--- src/rdc_regs.vh ---
// register offsets, field positions, reset values and timing counts
// assumes a 250 MHz system clock; included by rdc_top.v and rdc_conv_ctl.v
`ifndef RDC_REGS_VH
`define RDC_REGS_VH

// ****************************************************************
// register offsets
// ****************************************************************
`define RDC_OFS_MAIN_CONTROL    8'h04
`define RDC_OFS_AUX_LEVEL_CFG   8'h6E
`define RDC_OFS_INT_DIM_DAC     8'h6F
`define RDC_OFS_POS_STATUS      8'h70
`define RDC_OFS_POS_INT_MASK    8'h71

// ****************************************************************
// fields
// ****************************************************************
`define RDC_BIT_AUX_ON          0
`define RDC_BIT_EMIT_EN         1
`define RDC_BIT_DAC_SEL         7
`define RDC_BIT_AUX_FAULT       0
`define RDC_BIT_EMIT_FAULT      1

// ****************************************************************
// reset values
// ****************************************************************
`define RDC_RST_MAIN_CONTROL    8'h00
`define RDC_RST_AUX_LEVEL_CFG   8'h02
`define RDC_RST_INT_DIM_DAC     8'h00
`define RDC_RST_POS_INT_MASK    8'h00

// ****************************************************************
// level select codes needing compensation ramp
// ****************************************************************
`define RDC_LVL_15V             3'h3
`define RDC_LVL_24V             3'h7

// ****************************************************************
// timing
// ****************************************************************
`define RDC_CLK_HZ              250000000
`define RDC_T_SHORT_MS          15
`define RDC_T_COOL_MS           120
`define RDC_SHORT_CYC           ((`RDC_CLK_HZ / 1000) * `RDC_T_SHORT_MS)
`define RDC_COOL_CYC            ((`RDC_CLK_HZ / 1000) * `RDC_T_COOL_MS)
`define RDC_RAMP_STEP_CYC       16

`endif

--- src/rdc_top.v ---
// regulator and dim control top: registers, two converter sequencers, dim mux
// assumes host register port is a simple synchronous write/read strobe port
// Function
// - aux level select 3-bit code picks one of eight output voltages.
// - level select resets to the 5 V code.
// - control bit 0 enables the aux regulator.
// - both converters ramp their reference softly at start.
// - output held low for 15 ms shuts that converter down.
// - after 120 ms cool-down the converter restarts by itself.
// - excessive on-state drain-source voltage latches the converter off.
// - aux latched fault sets the aux fault status flag.
// - unmasked aux fault flag drives the active-low interrupt.
// - compensation ramp on only for 15 V and 24 V settings.
// - emitter driver switches only while its enable bit is set.
// - dim input low routes zero-current level to dim node unless the dac select bit is set.
// - dim input high routes analog dim level to dim node unless the dac select bit is set.
// - dac select bit routes internal 7-bit DAC to dim node.
// - DAC output is reference times code plus one over 128.
`timescale 1ns/1ps
`include "rdc_regs.vh"

module rdc_top #(
    parameter SHORT_CYC = `RDC_SHORT_CYC,
    parameter COOL_CYC  = `RDC_COOL_CYC
) (
    input  wire       clk_sys,          // system clock
    input  wire       rst_b,            // sync reset, active low
    input  wire [7:0] reg_addr,         // register offset
    input  wire       reg_wr,           // write strobe
    input  wire [7:0] reg_wdata,        // write data
    input  wire       reg_rd,           // read strobe
    output reg  [7:0] reg_rdata,        // read data, one cycle after strobe
    input  wire       aux_under_volt,   // aux output well below target
    input  wire       aux_vds_over,     // aux switch excessive drain-source voltage
    input  wire       emit_under_volt,  // emitter output well below target
    input  wire       emit_vds_over,    // emitter switch excessive drain-source voltage
    input  wire       pwm_dim,          // pulse-width dimming input
    output reg  [2:0] aux_level_select, // level select to aux regulator
    output wire       aux_regulator_enable, // aux regulator switching allowed
    output wire [7:0] aux_soft_ramp,    // aux soft-start reference
    output reg        aux_comp_ramp_en, // compensation ramp enable
    output wire       emitter_run,      // emitter driver switching allowed
    output wire [7:0] emit_soft_ramp,   // emitter soft-start reference
    output reg  [1:0] dim_mux_sel,      // 0 zero level, 1 analog dim, 2 dac
    output reg  [6:0] internal_dac_code_out, // code applied to dac
    output wire       interrupt_out_n   // interrupt, active low
);

    // ****************************************************************
    // mux select encodings
    // ****************************************************************
    localparam MUX_ZERO   = 2'd0;
    localparam MUX_ANALOG = 2'd1;
    localparam MUX_DAC    = 2'd2;

    // ****************************************************************
    // registers
    // ****************************************************************
    reg  [7:0] main_control_reg;
    reg  [7:0] aux_level_cfg_reg;
    reg  [7:0] int_dim_dac_reg;
    reg  [7:0] pos_int_mask_reg;
    reg        aux_fault_flag_reg;
    reg        emit_fault_flag_reg;
    reg        aux_latched_d_reg;
    reg        emit_latched_d_reg;

    wire       aux_latched;
    wire       emit_latched;
    wire       aux_run;
    wire       aux_cooling;
    wire       emit_cooling;
    wire       aux_fault_set;
    wire       emit_fault_set;
    wire       stat_clr;
    wire [7:0] pos_status;

    function [7:0] rd_mux;
        input [7:0] addr;
        input [7:0] ctl;
        input [7:0] lvl;
        input [7:0] dac;
        input [7:0] sts;
        input [7:0] msk;
        begin
            case (addr)
                `RDC_OFS_MAIN_CONTROL:  rd_mux = ctl;
                `RDC_OFS_AUX_LEVEL_CFG: rd_mux = lvl;
                `RDC_OFS_INT_DIM_DAC:   rd_mux = dac;
                `RDC_OFS_POS_STATUS:    rd_mux = sts;
                `RDC_OFS_POS_INT_MASK:  rd_mux = msk;
                default:                rd_mux = 8'h00;
            endcase
        end
    endfunction

    assign pos_status = {4'h0, aux_cooling, emit_cooling,
                         emit_fault_flag_reg, aux_fault_flag_reg};

    // rising edge of latch state is the event; a steady latch does not re-set after clear
    assign aux_fault_set  = aux_latched && !aux_latched_d_reg;
    assign emit_fault_set = emit_latched && !emit_latched_d_reg;
    assign stat_clr       = reg_wr && (reg_addr == `RDC_OFS_POS_STATUS);

    // ****************************************************************
    // register writes
    // ****************************************************************
    always @(posedge clk_sys) begin
        if (!rst_b) begin
            main_control_reg    <= `RDC_RST_MAIN_CONTROL;
            aux_level_cfg_reg   <= `RDC_RST_AUX_LEVEL_CFG;
            int_dim_dac_reg     <= `RDC_RST_INT_DIM_DAC;
            pos_int_mask_reg    <= `RDC_RST_POS_INT_MASK;
            aux_fault_flag_reg  <= 1'b0;
            emit_fault_flag_reg <= 1'b0;
            aux_latched_d_reg   <= 1'b0;
            emit_latched_d_reg  <= 1'b0;
            reg_rdata           <= 8'h00;
        end else begin
            aux_latched_d_reg  <= aux_latched;
            emit_latched_d_reg <= emit_latched;
            if (reg_wr) begin
                case (reg_addr)
                    `RDC_OFS_MAIN_CONTROL:  main_control_reg <= {6'h00, reg_wdata[1:0]};
                    // a write while the aux regulator runs is a host fault; kept as written
                    `RDC_OFS_AUX_LEVEL_CFG: aux_level_cfg_reg <= {5'h00, reg_wdata[2:0]};
                    `RDC_OFS_INT_DIM_DAC:   int_dim_dac_reg <= reg_wdata;
                    `RDC_OFS_POS_INT_MASK:  pos_int_mask_reg <= {6'h00, reg_wdata[1:0]};
                    default: begin
                    end
                endcase
            end
            // write one to clear; a new fault in the same cycle wins
            if (aux_fault_set) begin
                aux_fault_flag_reg <= 1'b1;
            end else if (stat_clr && reg_wdata[`RDC_BIT_AUX_FAULT]) begin
                aux_fault_flag_reg <= 1'b0;
            end
            if (emit_fault_set) begin
                emit_fault_flag_reg <= 1'b1;
            end else if (stat_clr && reg_wdata[`RDC_BIT_EMIT_FAULT]) begin
                emit_fault_flag_reg <= 1'b0;
            end
            if (reg_rd) begin
                reg_rdata <= rd_mux(reg_addr, main_control_reg, aux_level_cfg_reg,
                                    int_dim_dac_reg, pos_status, pos_int_mask_reg);
            end
        end
    end

    // ****************************************************************
    // converters
    // ****************************************************************
    rdc_conv_ctl #(
        .SHORT_CYC (SHORT_CYC),
        .COOL_CYC  (COOL_CYC),
        .STEP_CYC  (`RDC_RAMP_STEP_CYC)
    ) u_aux (
        .clk_sys    (clk_sys),
        .rst_b      (rst_b),
        .enable     (main_control_reg[`RDC_BIT_AUX_ON]),
        .under_volt (aux_under_volt),
        .vds_over   (aux_vds_over),
        .run        (aux_run),
        .ramp_reg   (aux_soft_ramp),
        .latched    (aux_latched),
        .cooling    (aux_cooling)
    );

    rdc_conv_ctl #(
        .SHORT_CYC (SHORT_CYC),
        .COOL_CYC  (COOL_CYC),
        .STEP_CYC  (`RDC_RAMP_STEP_CYC)
    ) u_emit (
        .clk_sys    (clk_sys),
        .rst_b      (rst_b),
        .enable     (main_control_reg[`RDC_BIT_EMIT_EN]),
        .under_volt (emit_under_volt),
        .vds_over   (emit_vds_over),
        .run        (emitter_run),
        .ramp_reg   (emit_soft_ramp),
        .latched    (emit_latched),
        .cooling    (emit_cooling)
    );

    assign aux_regulator_enable = aux_run;

    // mask bit one means masked
    assign interrupt_out_n = !((aux_fault_flag_reg && !pos_int_mask_reg[`RDC_BIT_AUX_FAULT]) ||
                               (emit_fault_flag_reg && !pos_int_mask_reg[`RDC_BIT_EMIT_FAULT]));

    // ****************************************************************
    // level, compensation ramp and dim mux outputs
    // ****************************************************************
    always @(posedge clk_sys) begin
        if (!rst_b) begin
            aux_level_select      <= 3'h2;
            aux_comp_ramp_en      <= 1'b0;
            dim_mux_sel           <= MUX_ZERO;
            internal_dac_code_out <= 7'h00;
        end else begin
            aux_level_select <= aux_level_cfg_reg[2:0];
            aux_comp_ramp_en <= (aux_level_cfg_reg[2:0] == `RDC_LVL_15V) ||
                                (aux_level_cfg_reg[2:0] == `RDC_LVL_24V);
            // dac gives vref*(code+1)/128; analog side adds the one
            internal_dac_code_out <= int_dim_dac_reg[6:0];
            if (int_dim_dac_reg[`RDC_BIT_DAC_SEL]) begin
                dim_mux_sel <= MUX_DAC;
            end else if (pwm_dim) begin
                dim_mux_sel <= MUX_ANALOG;
            end else begin
                dim_mux_sel <= MUX_ZERO;
            end
        end
    end

endmodule

--- src/rdc_conv_ctl.v ---
// one converter sequencer: soft start, short-circuit shutdown and restart, latch-off
// assumes synchronous fault inputs from the analog comparators
`timescale 1ns/1ps
`include "rdc_regs.vh"

module rdc_conv_ctl #(
    parameter SHORT_CYC = `RDC_SHORT_CYC,
    parameter COOL_CYC  = `RDC_COOL_CYC,
    parameter STEP_CYC  = `RDC_RAMP_STEP_CYC
) (
    input  wire       clk_sys,     // system clock
    input  wire       rst_b,       // sync reset, active low
    input  wire       enable,      // software enable level
    input  wire       under_volt,  // output well below target
    input  wire       vds_over,    // excessive on-state drain-source voltage
    output wire       run,         // converter allowed to switch
    output reg  [7:0] ramp_reg,    // soft-start reference level
    output wire       latched,     // latched off by severe fault
    output wire       cooling      // in short-circuit cool-down
);

    // ****************************************************************
    // states
    // ****************************************************************
    localparam ST_OFF   = 3'd0;
    localparam ST_RAMP  = 3'd1;
    localparam ST_ON    = 3'd2;
    localparam ST_COOL  = 3'd3;
    localparam ST_LATCH = 3'd4;

    reg [2:0]  state_reg;
    reg [31:0] cnt_reg;
    reg [31:0] step_reg;

    assign run     = (state_reg == ST_RAMP) || (state_reg == ST_ON);
    assign latched = (state_reg == ST_LATCH);
    assign cooling = (state_reg == ST_COOL);

    always @(posedge clk_sys) begin
        if (!rst_b) begin
            state_reg <= ST_OFF;
            cnt_reg   <= 32'h0000_0000;
            step_reg  <= 32'h0000_0000;
            ramp_reg  <= 8'h00;
        end else begin
            case (state_reg)
                ST_OFF: begin
                    cnt_reg  <= 32'h0000_0000;
                    ramp_reg <= 8'h00;
                    if (enable) begin
                        state_reg <= ST_RAMP;
                    end
                end
                ST_RAMP, ST_ON: begin
                    if (!enable) begin
                        state_reg <= ST_OFF;
                    end else if (vds_over) begin
                        state_reg <= ST_LATCH;
                    end else if (under_volt && state_reg == ST_ON &&
                                 cnt_reg == SHORT_CYC - 1) begin
                        state_reg <= ST_COOL;
                        cnt_reg   <= 32'h0000_0000;
                    end else begin
                        // under-volt only counted after ramp, when output should be up
                        if (under_volt && state_reg == ST_ON) begin
                            cnt_reg <= cnt_reg + 32'h0000_0001;
                        end else begin
                            cnt_reg <= 32'h0000_0000;
                        end
                        if (state_reg == ST_RAMP) begin
                            if (step_reg == STEP_CYC - 1) begin
                                step_reg <= 32'h0000_0000;
                                ramp_reg <= ramp_reg + 8'h01;
                                if (ramp_reg == 8'hFE) begin
                                    state_reg <= ST_ON;
                                end
                            end else begin
                                step_reg <= step_reg + 32'h0000_0001;
                            end
                        end
                    end
                end
                ST_COOL: begin
                    ramp_reg <= 8'h00;
                    if (!enable) begin
                        state_reg <= ST_OFF;
                    end else if (cnt_reg == COOL_CYC - 1) begin
                        state_reg <= ST_RAMP;
                        cnt_reg   <= 32'h0000_0000;
                    end else begin
                        cnt_reg <= cnt_reg + 32'h0000_0001;
                    end
                end
                ST_LATCH: begin
                    ramp_reg <= 8'h00;
                    if (!enable) begin
                        state_reg <= ST_OFF;
                    end
                end
                default: begin
                    state_reg <= ST_OFF;
                end
            endcase
        end
    end

endmodule

--- config.mk ---
export PLATFORM = sky130hd
export DESIGN_NAME = rdc_top
export DESIGN_NICKNAME = d
export VERILOG_FILES = /design/src/rdc_top.v /design/src/rdc_conv_ctl.v
export VERILOG_INCLUDE_DIRS = /design/src /design/src/src
export SDC_FILE = /design/constraint.sdc
export NUM_CORES = 1
export LEC_CHECK = 0
export BUFFER_PORTS_ARGS = -buffer_cell sky130_fd_sc_hd__buf_4
export CAP_MARGIN = 20
export CORE_ASPECT_RATIO = 0.8
export CORE_MARGIN = 5
export CORE_UTILIZATION = 55
export DETAILED_ROUTE_END_ITERATION = 10
export GPL_TIMING_DRIVEN = 0
export PLACE_DENSITY = 0.74
export SYNTH_ARGS = -nofsm -noshare
export SYNTH_HDL_FRONTEND = slang
export SYNTH_SLANG_ARGS = --single-unit
export TNS_END_PERCENT = 10
--- constraint.sdc ---
create_clock -name clk_sys -period 6 [get_ports clk_sys]
set_clock_uncertainty 0.05 [all_clocks]
set_input_delay 1.2 -clock clk_sys [delete_from_list [all_inputs] [get_ports clk_sys]]
set_output_delay 1.2 -clock clk_sys [all_outputs]
set_load 0.005 [all_outputs]
==> impl_metrics.ini <==
[synthesis]
ys_seq_area_share_pct = 41.33
syn-instance-count = 1071
synth_area_um2 = 9203
synth_seq_cells = 190
synth-edff-count = 0
ys_warn_count = 0
synthArstFlopShare_pct = 0
syn_avg_cell_area_um2 = 8.593
yosys_most_used_dff = dfxtp_1
syn_nets = 1104
ys_types = 70

[grt]
grt_use_met2_pct = 32.70
gr-total-overflow = 0
grtUsageMet1_pct = 33.14
antenna_found_initial = 0
grt_util_met3_pct = 5.898
grt_util_all_layers_pct = 22.50
grt_max_degree = 18
top_usage_layer = met1
grt_pass1_vias = 7378
grt_pass1_wl_um = 36490

[worst_setup_path]
start_kind = input pin
rrSetupSlack_ns = 3.15
crit_path_end_kind = register
r2r-start = u_emit.step_reg[0]
cp.required_ns = 6.29
r2r-end = u_emit.state_reg[0]
worst-setup-path-type = in -> reg
cp.arrival_ns = 3.32
critPathMaxFanout = 10
rr_worst_depth = 7

[place]
dp_hpwl_um = 15600
port-buffer-count = 64
dpl-instance-area_um2 = 9958
place_congestion = 0.8323

[clock_network]
cts_root_buf = clkbuf_16
cts_setup_buffers = 0
cts_sinks = 190
ctsHoldBuffers = 0
clk_path_buf_depth = 2
cts_tree = built
cts_resized = 0
htree_levels = 4
clk_latency_ns = 0.43
cts_buffers = 17
cts.reportedPaths.clkPinSlew_ns = 0.07

[drt]
routed_wirelength_um = 21780
drtAntennaViolNets = 0
drt_iter0_markers = 691
vias_per_cell = 5.733
drc = 0
dr.pass1.iters = 6
via_count = 7951
drt-wirelength-per-cell_um = 15.70

[floorplanning]
die_h_um = 125.7
top_level_ports = 65
rows = 42
start_util_pct = 55.77
core_area_um2 = 16500
dieArea_um2 = 19440
fp.dieW_um = 154.6

[finish]
layout.nets = 1187
area_growth_pct = 14.32
layout-drive-gt1-share_pct = 13.02
fill_cells = 1437
antennaDiodeCount = 0
final_util_pct = 63.75
fin_area_um2 = 10520

[pwr]
vdd_drop_max_mv = 0.2045
leakagePower_nw = 3.603
p_per_area_nw_per_um2 = 228.5

[worst_hold_path]
hold_start = int_dim_dac_reg[7]
hold_path_end = dim_mux_sel[0]
min_path_type = reg -> reg
hold-path-cell-count = 1

[sta]
slew_viol_final = 0
post-route-period-util_pct = 50.55
setup_violations = 0
max-slew-margin-rel_pct = 30.41
fin_setup_tns_ns = 0
max_freq_mhz = 329.7
tightest_slew_ns = 1.034
hold_viol = 0
period_needed_ns = 3.033
rsz0062_at_grt = no

[status]
outcome = finished clean

[job]
cap_violations = 0
[power breakdown]
group	leakage, nW	internal (mW)	total, mW	switching (mW)
sequential	1.53	1.26	1.26	0.000777
combinational	1.80	0.0186	0.0505	0.0319
clock	0.275	0.582	1.09	0.510
total	3.60	1.86	2.40	0.543
[cell usage after synthesis, drive strengths merged (8+ instances only)]
master | number | area share [%]
ha | 8 | 1.1
dfxtp | 190 | 41
mux2i | 14 | 1.5
nor3 | 23 | 1.3
nor4 | 44 | 4.2
nand2 | 81 | 3.3
xor2 | 70 | 6.7
and3 | 30 | 2.0
and2 | 30 | 2.1
nor3b | 9 | 0.90
or3 | 8 | 0.56
and4 | 21 | 2.0
nor2 | 162 | 6.6
o21ai | 21 | 1.2
inv | 16 | 0.65
nand3 | 87 | 4.7
buf | 18 | 1.1
clkbuf | 26 | 1.1
nand4 | 36 | 2.6
xnor2 | 50 | 4.8
a21oi | 39 | 2.2
[routing by layer]
metal / up-vias / wire [um]
li1: 3959 / -
met1: 3763 / 10790
met2: 201 / 9269
met3: 28 / 1430
met4: 0 / 291
met5: - / 0
[per-stage QoR]
step	total power, mW	hold slack [ns]	std cells	setup slack (ns)
final	2.404	0.4177	1387	2.967
after global routing	2.482	0.4516	1387	2.861
after CTS	2.422	0.4225	1387	3.025
after detailed placement	1.341	0.4009	1355	2.591
after global placement	1.341	0.4071	1355	2.569
after floorplan	1.313	0.3717	1071	3.182
[cell usage in the layout (no fill, tap or decap), types with 7 or more instances in the layout]
| cell type | instances |
|---|---|
| nand4_1 | 34 |
| and3_1 | 30 |
| mux2i_1 | 14 |
| nor4_1 | 28 |
| nor2_1 | 162 |
| or3_1 | 7 |
| nor4_2 | 15 |
| buf_2 | 10 |
| nor3_1 | 23 |
| clkbuf_1 | 27 |
| inv_1 | 16 |
| ha_1 | 8 |
| a21oi_1 | 38 |
| clkbuf_16 | 17 |
| nand3_1 | 87 |
| nand2_1 | 81 |
| xnor2_1 | 50 |
| o21ai_0 | 18 |
| and2_1 | 27 |
| xor2_1 | 70 |
| buf_4 | 67 |
| and4_1 | 21 |
| dfxtp_1 | 190 |
[how the worst max path moves through the flow]
stage | from | endpoint | slack [ns] | cells after the start
global placement | emit_vds_over | u_emit.state_reg[2] | 2.57 | 7
global route | emit_vds_over | u_emit.state_reg[2] | 2.86 | 7
detailed placement | emit_vds_over | u_emit.state_reg[2] | 2.59 | 7
finish | emit_vds_over | u_emit.state_reg[2] | 2.97 | 7
CTS | emit_vds_over | u_emit.state_reg[2] | 3.02 | 7
floorplan | emit_vds_over | u_emit.step_reg[10] | 3.18 | 7
[critical path, stage by stage]
cell,delay [ns]
buf_4,0.12
and2b_1,0.28
or3b_2,0.51
a31oi_4,0.34
a21boi_0,0.47
nor2_1,0.15
o31ai_1,0.23
[cell families after synthesis]
kind of cell	share of synthesized area (%)
compound gates	7.165
xor+xnor	11.42
fa+ha+maj	1.088
buf+inv	2.801
flops	41.33
mux	1.523
simple gates	34.67
[area by class of cell]
cell class,count,area [um2],area share [%]
Multi-Input combinational cell,821,5141,48.87
Sequential cell,190,3804,36.16
Timing Repair Buffer,64,480.5,4.567
Clock buffer,19,432.9,4.115
Tap cell,220,275.3,2.617
Buffer,44,197.7,1.879
Clock inverter,13,128.9,1.225
Inverter,16,60.06,0.5709
Power figures use the tool's default switching activity.
